<file path="config.mk">
export PLATFORM = sky130hd
export DESIGN_NAME = vad_core
export DESIGN_NICKNAME = d
export VERILOG_FILES = /design/src/vad_pkg.sv /design/src/vad_core.sv
export SDC_FILE = /design/constraint.sdc
export NUM_CORES = 2
export LEC_CHECK = 0
export BUFFER_PORTS_ARGS = -buffer_cell sky130_fd_sc_hd__buf_4
export CAP_MARGIN = 10
export CORE_MARGIN = 3
export CORE_UTILIZATION = 50
export DETAILED_ROUTE_END_ITERATION = 16
export PLACE_DENSITY = 0.72
export SLEW_MARGIN = 25
export SYNTH_ARGS = -nofsm -noshare
export SYNTH_HDL_FRONTEND = slang
export SYNTH_SLANG_ARGS = --single-unit
</file>
<file path="constraint.sdc">
create_clock -name sys_clk -period 39.8 [get_ports sys_clk]
set_clock_uncertainty 0.2 [all_clocks]
set_input_delay 7.96 -clock sys_clk [delete_from_list [all_inputs] [get_ports sys_clk]]
set_output_delay 7.96 -clock sys_clk [all_outputs]
set_load 0.005 [all_outputs]
</file>
<file path="src/vad_pkg.sv">
// Constants shared by the voice activity detection core
package vad_pkg;
  // Pseudo-float and autocorrelation widths, coefficient and lag counts
  localparam int          PF_W          = 16;
  localparam int          ACF_W         = 32;
  localparam int          NCOEF         = 9;
  localparam int          NRC           = 4;
  localparam int          NLAG          = 4;
  // Energy threshold, threshold margin, lower threshold limit
  localparam logic [15:0] E_ENERGY_TH   = 16'h0012;
  localparam logic [15:0] M_ENERGY_TH   = 16'h668a;
  localparam logic [15:0] E_TH_MARGIN   = 16'h001b;
  localparam logic [15:0] M_TH_MARGIN   = 16'h6acf;
  localparam logic [15:0] E_TH_FLOOR    = 16'h0014;
  localparam logic [15:0] M_TH_FLOOR    = 16'h445c;
  // Decision threshold reset value (1400000)
  localparam logic [15:0] E_THVAD_RST   = 16'h0015;
  localparam logic [15:0] M_THVAD_RST   = 16'h5573;
  // Adaptive predictor autocorrelation reset: first tap 6, rest zero
  localparam logic [15:0] RVAD0_RST     = 16'h0006;
  // Mantissa normalisation bounds
  localparam logic [15:0] MANT_MIN      = 16'h4000;
  localparam logic [15:0] MANT_POW2     = 16'h8000;
  // Tone tests in Q15: 0.0973 and 0.0447 (strict less-than)
  localparam logic [15:0] FREQTH_Q15    = 16'h0c74;
  localparam logic [15:0] PREDTH_Q15    = 16'h05b9;
  localparam logic [31:0] ONE_Q15       = 32'h0000_8000;
  localparam logic [15:0] ERR_INIT      = 16'h7fff;
  // Periodicity detection
  localparam logic [7:0]  LAG0_RST      = 8'h15;
  localparam logic [7:0]  LTHRESH       = 8'h02;
  localparam logic [3:0]  NTHRESH       = 4'h7;
  localparam logic        PTCH_RST      = 1'b1;
endpackage : vad_pkg
</file>
<file path="src/vad_core.sv">
// Voice activity detection core: energy, decision, tone and periodicity
`timescale 1ns/10ps

module vad_core
  import vad_pkg::*;
#(
  parameter int LAG_W = 8  // Lag width in bits
) (
  // Clock and reset
  input  wire logic                          sys_clk,
  input  wire logic                          sys_rst,
  // Frame analysis input from the encoder
  input  wire logic                          frame_valid,
  input  wire logic [vad_pkg::NCOEF*32-1:0]  acf_in,
  input  wire logic [vad_pkg::NRC*16-1:0]    reflection_coeffs,
  // Subframe lags after the frame is encoded
  input  wire logic                          lags_valid,
  input  wire logic [vad_pkg::NLAG*LAG_W-1:0] lags_in,
  // Adaptation loads from neighbouring logic
  input  wire logic                          rvad_load,
  input  wire logic [vad_pkg::NCOEF*16-1:0]  rvad_in,
  input  wire logic                          thvad_load,
  input  wire logic [15:0]                   thvad_exp_in,
  input  wire logic [15:0]                   thvad_mant_in,
  // Frame results
  output logic                               busy,
  output logic                               decision_valid,
  output logic                               vvad,
  output logic                               tone,
  output logic                               ptch_used,
  output logic                               below_energy_th,
  output logic [15:0]                        pvad_exp,
  output logic [15:0]                        pvad_mant,
  output logic [15:0]                        frame_energy_exp,
  output logic [15:0]                        frame_energy_mant,
  output logic [15:0]                        thvad_exp,
  output logic [15:0]                        thvad_mant,
  // Periodicity result
  output logic                               ptch,
  output logic                               ptch_valid
);
  import vad_pkg::*;

  // Refuse lag widths the lag compare cannot serve
  if (LAG_W < 8 || LAG_W > 14) begin : g_chk
    $error("vad_core: LAG_W out of range");
  end

  // Sequencer states
  typedef enum logic [3:0] {
    S_IDLE, S_MAC, S_NORM, S_STEP, S_A1SQ, S_POLE, S_PRED, S_DONE, S_PER
  } vad_state_t;

  // Complete module state, registered as one word
  typedef struct packed {
    vad_state_t               st;
    logic [3:0]               idx;        // Tap or step index
    logic                     ph;         // Sub-phase of error step
    logic [NCOEF-1:0][31:0]   acf;        // Latched autocorrelation
    logic [NRC-1:0][15:0]     rc;         // Latched reflection coeffs
    logic [NCOEF-1:0][15:0]   rvad;       // Adaptive predictor autocorr
    logic signed [53:0]       acc;        // Energy accumulator
    logic signed [15:0]       a1;         // First-order coefficient
    logic signed [31:0]       a1sq;       // a1 squared, Q30
    logic [31:0]              omr;        // One minus rc squared, Q15
    logic [15:0]              err;        // Prediction error, Q15
    logic [15:0]              th_e;       // Decision threshold exponent
    logic [15:0]              th_m;       // Decision threshold mantissa
    logic [15:0]              pv_e;
    logic [15:0]              pv_m;
    logic [15:0]              fe_e;
    logic [15:0]              fe_m;
    logic                     busy;
    logic                     dvalid;
    logic                     vvad;
    logic                     tone;
    logic                     ptch_prev;  // Flag frozen for this frame
    logic                     below;
    logic                     lag_pend;   // Lags waiting for idle
    logic [NLAG:0][LAG_W-1:0] lags;       // Entry 0 is last frame's lag 4
    logic [2:0]               lagcnt;
    logic [2:0]               oldcnt;
    logic [2:0]               voldcnt;
    logic                     ptch;
    logic                     pvalid;
  } vad_reg_t;

  // Constant reset image of the whole state
  localparam vad_reg_t RST_IMG = '{
    st: S_IDLE, idx: 4'h0, ph: 1'b0, acf: '0, rc: '0,
    rvad: {{(NCOEF-1)*16{1'b0}}, RVAD0_RST}, acc: '0, a1: '0, a1sq: '0,
    omr: '0, err: ERR_INIT, th_e: E_THVAD_RST, th_m: M_THVAD_RST,
    pv_e: '0, pv_m: '0, fe_e: '0, fe_m: '0, busy: 1'b0, dvalid: 1'b0,
    vvad: 1'b0, tone: 1'b0, ptch_prev: PTCH_RST, below: 1'b0,
    lag_pend: 1'b0, lags: {{NLAG*LAG_W{1'b0}}, LAG_W'(LAG0_RST)},
    lagcnt: '0, oldcnt: '0, voldcnt: '0, ptch: PTCH_RST, pvalid: 1'b0};

  vad_reg_t s_r;    // Current state
  vad_reg_t s_nxt;  // Next state

  // Normalise a non-negative integer into exponent and mantissa
  function automatic logic [31:0] pf_norm(input logic [53:0] v);
    logic [5:0]  p;
    logic        pow2;
    logic [53:0] sh;
    p    = 6'd0;
    pow2 = 1'b0;
    sh   = '0;
    for (int k = 0; k < 54; k++) begin
      if (v[k]) begin
        p = 6'(k);
      end
    end
    pow2 = ((v & (v - 54'd1)) == '0);
    if (v == '0) begin
      pf_norm = '0;                                     // Zero carries no scale
    end else if (pow2) begin
      pf_norm = {10'h000, p, MANT_POW2};
    end else begin
      sh      = (p >= 6'd14) ? (v >> (p - 6'd14)) : (v << (6'd14 - p));
      pf_norm = {10'h000, 6'(p + 6'd1), 1'b0, sh[14:0]};
    end
  endfunction : pf_norm

  // Greater-than between two pseudo-floats
  function automatic logic pf_gt(input logic [15:0] ea, input logic [15:0] ma,
                                 input logic [15:0] eb, input logic [15:0] mb);
    if (ea != eb) begin
      pf_gt = (ea > eb);
    end else begin
      pf_gt = (ma > mb);
    end
  endfunction : pf_gt

  // Lag pair periodic when larger is near 1, 2 or 3 times smaller
  function automatic logic lag_match(input logic [LAG_W-1:0] x,
                                     input logic [LAG_W-1:0] y);
    logic [LAG_W+1:0] lo;
    logic [LAG_W+1:0] hi;
    logic [LAG_W+1:0] m;
    logic [LAG_W+1:0] d;
    lo        = (x < y) ? {2'b00, x} : {2'b00, y};
    hi        = (x < y) ? {2'b00, y} : {2'b00, x};
    m         = '0;
    d         = '0;
    lag_match = 1'b0;
    for (int k = 1; k <= 3; k++) begin
      m = lo * (LAG_W + 2)'(k);
      d = (hi > m) ? (hi - m) : (m - hi);
      if (d < (LAG_W + 2)'(LTHRESH)) begin
        lag_match = 1'b1;
      end
    end
  endfunction : lag_match

  // Single shared signed multiplier and its operand select
  logic signed [32:0] mul_a;     // One bit wider: energy word is unsigned
  logic signed [15:0] mul_b;
  logic signed [47:0] mul_p;
  logic signed [34:0] im4;       // 4*a2 - a1^2 in Q30
  logic [31:0]        pv_pf;     // Normalised filtered energy
  logic [31:0]        fe_pf;     // Normalised frame energy

  // Operand routing; one product per cycle keeps the datapath small
  always_comb begin
    mul_a = '0;
    mul_b = '0;
    case (s_r.st)
      S_MAC: begin
        // Energy word is unsigned, the other lags signed
        mul_a = (s_r.idx == 4'h0) ? $signed({1'b0, s_r.acf[0]})
                                  : 33'(signed'(s_r.acf[s_r.idx]));
        mul_b = $signed(s_r.rvad[s_r.idx]);
      end
      S_STEP: begin
        mul_a = 33'(signed'(s_r.rc[0]));
        mul_b = $signed(s_r.rc[1]);
      end
      S_A1SQ: begin
        mul_a = 33'(s_r.a1);
        mul_b = s_r.a1;
      end
      S_POLE: begin
        mul_a = 33'(s_r.a1sq);
        mul_b = $signed(FREQTH_Q15);
      end
      S_PRED: begin
        mul_a = s_r.ph ? 33'($signed(s_r.omr)) : 33'(signed'(s_r.rc[s_r.idx[1:0]]));
        mul_b = s_r.ph ? $signed(s_r.err) : $signed(s_r.rc[s_r.idx[1:0]]);
      end
      default: begin
        mul_a = '0;
        mul_b = '0;
      end
    endcase
  end

  assign mul_p = mul_a * mul_b;
  assign im4   = (35'(s_r.rc[1] == 16'h0 ? 35'sd0 : 35'(signed'(s_r.rc[1]))) <<< 17)
                 - 35'(s_r.a1sq);
  // Negative energy sums are clamped to zero before normalising
  assign pv_pf = pf_norm(s_r.acc[53] ? 54'd0 : 54'(s_r.acc));
  assign fe_pf = pf_norm(54'(s_r.acf[0]));

  // Next-state logic for the whole core
  always_comb begin
    s_nxt        = s_r;
    s_nxt.dvalid = 1'b0;
    s_nxt.pvalid = 1'b0;
    // Lags latched at once, processed when idle
    if (lags_valid) begin
      s_nxt.lags[NLAG:1] = lags_in;
      s_nxt.lag_pend     = 1'b1;
    end
    // Adaptation loads only touch state between frames
    if (rvad_load && s_r.st == S_IDLE) begin
      s_nxt.rvad = rvad_in;
    end
    if (thvad_load && s_r.st == S_IDLE) begin
      s_nxt.th_e = thvad_exp_in;
      s_nxt.th_m = thvad_mant_in;
    end
    case (s_r.st)
      S_IDLE: begin
        if (s_r.lag_pend) begin
          s_nxt.st     = S_PER;
          s_nxt.idx    = 4'h1;
          s_nxt.lagcnt = '0;
          s_nxt.busy   = 1'b1;
        end else if (frame_valid) begin
          s_nxt.acf       = acf_in;
          s_nxt.rc        = reflection_coeffs;
          s_nxt.ptch_prev = s_r.ptch;
          s_nxt.acc       = '0;
          s_nxt.idx       = 4'h0;
          s_nxt.busy      = 1'b1;
          s_nxt.st        = S_MAC;
        end
      end
      // Energy sum over the nine lags of the frame autocorrelation
      S_MAC: begin
        if (s_r.idx == 4'h0) begin
          s_nxt.acc = s_r.acc + 54'(mul_p);
        end else begin
          s_nxt.acc = s_r.acc + (54'(mul_p) <<< 1);
        end
        s_nxt.idx = s_r.idx + 4'h1;
        if (s_r.idx == 4'(NCOEF - 1)) begin
          s_nxt.st = S_NORM;
        end
      end
      // Pseudo-float conversion and primary decision
      S_NORM: begin
        s_nxt.pv_e  = pv_pf[31:16];
        s_nxt.pv_m  = pv_pf[15:0];
        s_nxt.fe_e  = fe_pf[31:16];
        s_nxt.fe_m  = fe_pf[15:0];
        s_nxt.vvad  = pf_gt(pv_pf[31:16], pv_pf[15:0], s_r.th_e, s_r.th_m);
        s_nxt.below = pf_gt(E_ENERGY_TH, M_ENERGY_TH, fe_pf[31:16], fe_pf[15:0]);
        // Quiet frame pulls the threshold down to its floor
        if (pf_gt(E_ENERGY_TH, M_ENERGY_TH, fe_pf[31:16], fe_pf[15:0])) begin
          s_nxt.th_e = E_TH_FLOOR;
          s_nxt.th_m = M_TH_FLOOR;
        end
        s_nxt.st = S_STEP;
      end
      // Step-up: a1 = rc1 + rc1*rc2, a2 = rc2, a0 = 1
      S_STEP: begin
        if (32'(signed'(s_r.rc[0])) + 32'(mul_p >>> 15) > 32'sd32767) begin
          s_nxt.a1 = 16'sh7fff;
        end else if (32'(signed'(s_r.rc[0])) + 32'(mul_p >>> 15) < -32'sd32768) begin
          s_nxt.a1 = -16'sh8000;
        end else begin
          s_nxt.a1 = 16'($signed(s_r.rc[0]) + 32'(mul_p >>> 15));
        end
        s_nxt.st = S_A1SQ;
      end
      S_A1SQ: begin
        s_nxt.a1sq = 32'(mul_p);
        s_nxt.st   = S_POLE;
      end
      // Pole position tests ahead of the prediction error test
      S_POLE: begin
        s_nxt.err = ERR_INIT;
        s_nxt.idx = 4'h0;
        s_nxt.ph  = 1'b0;
        if (im4 < 0) begin
          s_nxt.tone = 1'b0;
          s_nxt.st   = S_DONE;
        end else if (s_r.a1 > 0) begin
          s_nxt.st = S_PRED;
        end else if ((50'(im4) <<< 15) < 50'(mul_p)) begin
          s_nxt.tone = 1'b0;
          s_nxt.st   = S_DONE;
        end else begin
          s_nxt.st = S_PRED;
        end
      end
      // Error = product of (1 - rc^2) over four stages
      S_PRED: begin
        s_nxt.ph = ~s_r.ph;
        if (!s_r.ph) begin
          s_nxt.omr = ONE_Q15 - 32'(mul_p >>> 15);
        end else begin
          s_nxt.err = 16'(mul_p >>> 15);
          s_nxt.idx = s_r.idx + 4'h1;
          if (s_r.idx == 4'(NRC - 1)) begin
            s_nxt.tone = (16'(mul_p >>> 15) < PREDTH_Q15);
            s_nxt.st   = S_DONE;
          end
        end
      end
      S_DONE: begin
        s_nxt.dvalid = 1'b1;
        s_nxt.busy   = 1'b0;
        s_nxt.st     = S_IDLE;
      end
      // Compare consecutive lags, lag 0 being the previous frame's last
      S_PER: begin
        s_nxt.lagcnt = s_r.lagcnt
                       + 3'(lag_match(s_r.lags[s_r.idx - 4'h1], s_r.lags[s_r.idx]));
        s_nxt.idx = s_r.idx + 4'h1;
        if (s_r.idx == 4'(NLAG)) begin
          s_nxt.ptch     = ({1'b0, s_r.oldcnt} + {1'b0, s_nxt.lagcnt}) >= NTHRESH;
          s_nxt.voldcnt  = s_r.oldcnt;
          s_nxt.oldcnt   = s_nxt.lagcnt;
          s_nxt.lags[0]  = s_r.lags[NLAG];
          s_nxt.lag_pend = lags_valid;
          s_nxt.pvalid   = 1'b1;
          s_nxt.busy     = 1'b0;
          s_nxt.st       = S_IDLE;
        end
      end
      default: s_nxt.st = S_IDLE;
    endcase
  end

  // State register; reset loads the constant initial image
  always_ff @(posedge sys_clk or posedge sys_rst) begin
    if (sys_rst) begin
      s_r <= RST_IMG;
    end else begin
      s_r <= s_nxt;
    end
  end

  // Outputs straight from the state register
  assign busy              = s_r.busy;
  assign decision_valid    = s_r.dvalid;
  assign vvad              = s_r.vvad;
  assign tone              = s_r.tone;
  assign ptch_used         = s_r.ptch_prev;
  assign below_energy_th   = s_r.below;
  assign pvad_exp          = s_r.pv_e;
  assign pvad_mant         = s_r.pv_m;
  assign frame_energy_exp  = s_r.fe_e;
  assign frame_energy_mant = s_r.fe_m;
  assign thvad_exp         = s_r.th_e;
  assign thvad_mant        = s_r.th_m;
  assign ptch              = s_r.ptch;
  assign ptch_valid        = s_r.pvalid;

  // Checks beside the logic
  a_reset_init: assert property (@(posedge sys_clk) $fell(sys_rst) |->
    (s_r.ptch && s_r.th_e == E_THVAD_RST && s_r.lags[0] == LAG_W'(LAG0_RST)))
    else $error("state not at initial values after reset");
  a_start_cond: assert property (@(posedge sys_clk) disable iff (sys_rst)
    (s_r.st == S_IDLE && s_nxt.st == S_MAC) |-> frame_valid)
    else $error("frame started without inputs");
  a_prev_ptch: assert property (@(posedge sys_clk) disable iff (sys_rst)
    (s_r.st == S_IDLE && frame_valid && !s_r.lag_pend) |=> ptch_used == $past(ptch))
    else $error("decision not using previous periodicity");
  a_per_idle: assert property (@(posedge sys_clk) disable iff (sys_rst)
    ptch_valid |-> $past(s_r.st, 1) == S_PER && !busy)
    else $error("periodicity update outside its slot");
  a_mant_norm: assert property (@(posedge sys_clk) disable iff (sys_rst)
    decision_valid && pvad_exp != 16'h0 |-> pvad_mant >= MANT_MIN)
    else $error("pvad mantissa not normalised");
  a_vvad_dec: assert property (@(posedge sys_clk) disable iff (sys_rst)
    s_r.st == S_NORM |=> vvad == ((pvad_exp > $past(s_r.th_e)) ||
      (pvad_exp == $past(s_r.th_e) && pvad_mant > $past(s_r.th_m))))
    else $error("primary decision mismatch");
  a_floor_load: assert property (@(posedge sys_clk) disable iff (sys_rst)
    s_r.st == S_NORM ##1 below_energy_th |-> thvad_exp == E_TH_FLOOR && thvad_mant == M_TH_FLOOR)
    else $error("threshold floor not applied");
  a_im_neg: assert property (@(posedge sys_clk) disable iff (sys_rst)
    (s_r.st == S_POLE && im4 < 0) |=> !s_r.tone ##1 decision_valid)
    else $error("negative im not rejected");
  a_frame_len: assert property (@(posedge sys_clk) disable iff (sys_rst)
    (s_r.st == S_IDLE && s_nxt.st == S_MAC) |-> ##[15:23] decision_valid)
    else $error("frame computation length out of range");
  c_tone:  cover property (@(posedge sys_clk) decision_valid && tone);
  c_voice: cover property (@(posedge sys_clk) decision_valid && vvad);
  c_ptch:  cover property (@(posedge sys_clk) ptch_valid && ptch);
endmodule : vad_core

</file>
==> impl_metrics.json <==
{
  "status": "complete, no violations",
  "rsz0062_at_grt": "no",
  "ys_async_sr_fraction_pct": 100,
  "die_h_um": 395,
  "slew_headroom_pct": 22.6,
  "tns_ns": 0,
  "synth.cell_area_um2": 75800,
  "worst_ep_required_time_ns": 40.18,
  "synthTopCellsByArea": "dfrtp_1 (25%), fa_1 (13%), mux2_2 (8.7%)",
  "fmax_ghz": 0.0661,
  "grt_pass1_wl_mm": 412,
  "cts_root_buf": "clkbuf_16",
  "dpl.cell_count": 10339,
  "p_sw_share_pct": 50.9,
  "place_ws_ns": 24.84,
  "finalWorstSetupSlack_ns": 24.68,
  "cts_tree": "done",
  "die-width_um": 395,
  "drt-initial-drc-count": 7190,
  "synth-edff-count": 0,
  "worstHoldPathType": "reg2reg",
  "clkTransAtPathRegs_ns": 0.06,
  "p_int_mw": 4.16,
  "critPathArrivalTime_ns": 15.51,
  "worstMarginPinSlew_ns": 1.15,
  "cp-start-kind": "flip-flop",
  "pwr-share-comb_pct": 72.3,
  "cts_hold_buffers": 0,
  "finalSetupViolCount": 0,
  "grt.total_usage_pct": 34.2,
  "synth_cell_types": 125,
  "numCtsBuffers": 91,
  "synth_ff_type": "dfrtp_1",
  "crit_buf_inv": 6,
  "power_frac_seq_pct": 17.0,
  "ant_nets": 0,
  "power_mw": 8.47,
  "crit_type": "reg2reg",
  "critPathMaxFanout": 52,
  "cp-end-kind": "flip-flop",
  "report.final.hold_viol_count": 0,
  "insertion_delay_ns": 0.74,
  "rows": 142,
  "cp_common_cell": "fa_1",
  "ir_drop_v": 0.000264,
  "wl_per_cell_um": 26.0,
  "post-route-drc-count": 0,
  "antenna_found_initial": 17,
  "synth_top_area_share_pct": 24.8,
  "drt_first_pass_iters": 8,
  "io_pins": 670,
  "finalNonFillerCells": 10524,
  "grt_overflow": 0,
  "ctsResizeCount": 0,
  "power_density_nw_per_um2": 99.2,
  "p_leak_nw": 39.8,
  "final_max_slew_viol_count": 0,
  "synthTopCellsByCount": "nand2_1 (854), dfrtp_1 (752), inv_1 (671), mux2_2 (586), nor2_1 (557)",
  "maxCapViolations": 0,
  "power_switching_mw": 4.31,
  "drt-total-wl_mm": 274,
  "min_period_ns": 15.12,
  "place.gp.congestion": 1.02,
  "areaGrowthSynthToFinish_pct": 12.5,
  "die-area_um2": 156000,
  "initial_utilization_pct": 50.5,
  "nNetsFinal": 9868,
  "cpPeakStageDelay_ns": 0.82,
  "via_per_inst": 6.30,
  "vias": 66336,
  "synth_seq_cells": 786,
  "cts_setup_buffers": 0,
  "dp_hpwl_mm": 211,
  "final_layout_size_suffix_gt1_share_pct": 22.2,
  "cts_buffer_depth": 3,
  "htreeDepth": 3,
  "grt_pass1_vias": 66593,
  "seq_area_frac_synth_pct": 26.0,
  "synth_cells": 8068,
  "hold_slack_ns": 0.277,
  "finalCritPeriodShare_pct": 38.0,
  "cp_slowest_cell": "buf_4",
  "yosys_warnings": 0,
  "pwr-share-clk_pct": 10.7,
  "yosysMostFrequentCell": "nand2_1",
  "buffer_ports.inserted": 649,
  "yosysTopAreaCell": "dfrtp_1",
  "cts_sinks": 786,
  "path_delay_family": "compound AO/OA/AOI/OAI gates",
  "grt_max_degree": 167,
  "core_area_um2": 150000,
  "synth_area_per_cell_um2": 9.40
}
-- power by group through the flow --
stage | registers (mW) | clock network [mW] | logic (mW)
6_report | 1.44 | 0.903 | 6.12
5_1_grt | 1.47 | 0.946 | 6.65
4_1_cts | 1.42 | 0.913 | 5.98
3_5_place_dp | 1.44 | 0 | 5.94
3_3_place_gp | 1.42 | 0 | 5.86
2_1_floorplan | 1.24 | 0 | 4.61
-- metal layers --
metal,vias up,track usage [%],part of all wire (%)
met4,6,19.7,6.9
met1,32856,42.9,37
met3,864,7.40,9.5
met5,-,0,0.016
li1,28985,-,-
met2,3625,54.8,46
-- metrics by stage --
step | cell area (µm²) | utilization, %
2_1_floorplan | 75900 | -
3_3_place_gp | 82000 | 54.5
3_5_place_dp | 82000 | 54.6
4_1_cts | 85200 | 56.7
5_1_grt | 85300 | 56.8
6_report | 85300 | 56.8
-- final timing paths --
path / startpoint / endpoint / slack, ns / depth (start not counted)
worst max register to register: s_r[801] / s_r[247] / 24.68 / 37
min in group asynchronous: sys_rst / s_r[365] / 7.18 / 2
max in group asynchronous: sys_rst / s_r[533] / 29.16 / 5
worst min register to register: frame_energy_mant[6] / frame_energy_mant[6] / 0.28 / 2
worst max-delay path: s_r[801] / s_r[247] / 24.68 / 37
worst min-delay path: frame_energy_mant[6] / frame_energy_mant[6] / 0.28 / 2
-- cells in the final DEF (no fill, tap or decap), types with 78 or more instances in the layout --
cell type  instances
nor2_1           554
a21oi_1          357
ha_1             381
clkbuf_16         91
xor2_1            90
buf_4            800
nand2_1          850
nand3_1          127
a22oi_1           78
xnor2_1          157
mux4_2           146
nor2b_1           82
a21o_1           134
dfrtp_1          749
inv_1            670
fa_1             503
nand2b_1         106
o21ai_0          410
mux2i_1          171
o21a_1            95
mux2_2           586
nor3_1           111
-- cells by family after synthesis --
kind of cell / after synthesis / share of synthesized area, %
AOI/OAI and AO/OA: 1806 / 15.9
DFF: 786 / 26.0
xor gates and xnor gates: 254 / 3.00
muxes: 907 / 15.4
adders and majority gates: 888 / 19.6
and+or+nand+nor: 2173 / 13.2
buffers and inverters: 1253 / 6.97
other: 1 / 0.00494
-- cell type report --
class | count | area (µm²)
Clock inverter | 43 | 599
Multi-Input combinational cell | 6048 | 51100
Antenna cell | 14 | 35.0
Timing Repair Buffer | 806 | 6090
Sequential cell | 786 | 19700
Clock buffer | 127 | 2620
Inverter | 684 | 2580
Fill cell | 13156 | 65000
Tap cell | 2016 | 2520
-- state kept, by name, indices dropped and copies added (netlist names), 6 cells and up --
register / cells
frame_energy_exp: 6
frame_energy_mant: 16
pvad_exp: 6
pvad_mant: 16
s_r: 702
thvad_exp: 16
thvad_mant: 16
-- worst register-to-register path: cells and delay by family (launching register included) --
| family | cells | cell delay (ns) |
|---|---|---|
| buffers and inverters | 6 | 2.77 |
| muxes | 1 | 0.65 |
| and+or+nand+nor | 5 | 1.34 |
| AOI/OAI and AO/OA | 15 | 4.68 |
| xor gates and xnor gates | 2 | 0.90 |
| adders and majority gates | 8 | 3.75 |
| DFF | 1 | 0.68 |
Note: power is estimated with default switching activity, not from simulation.
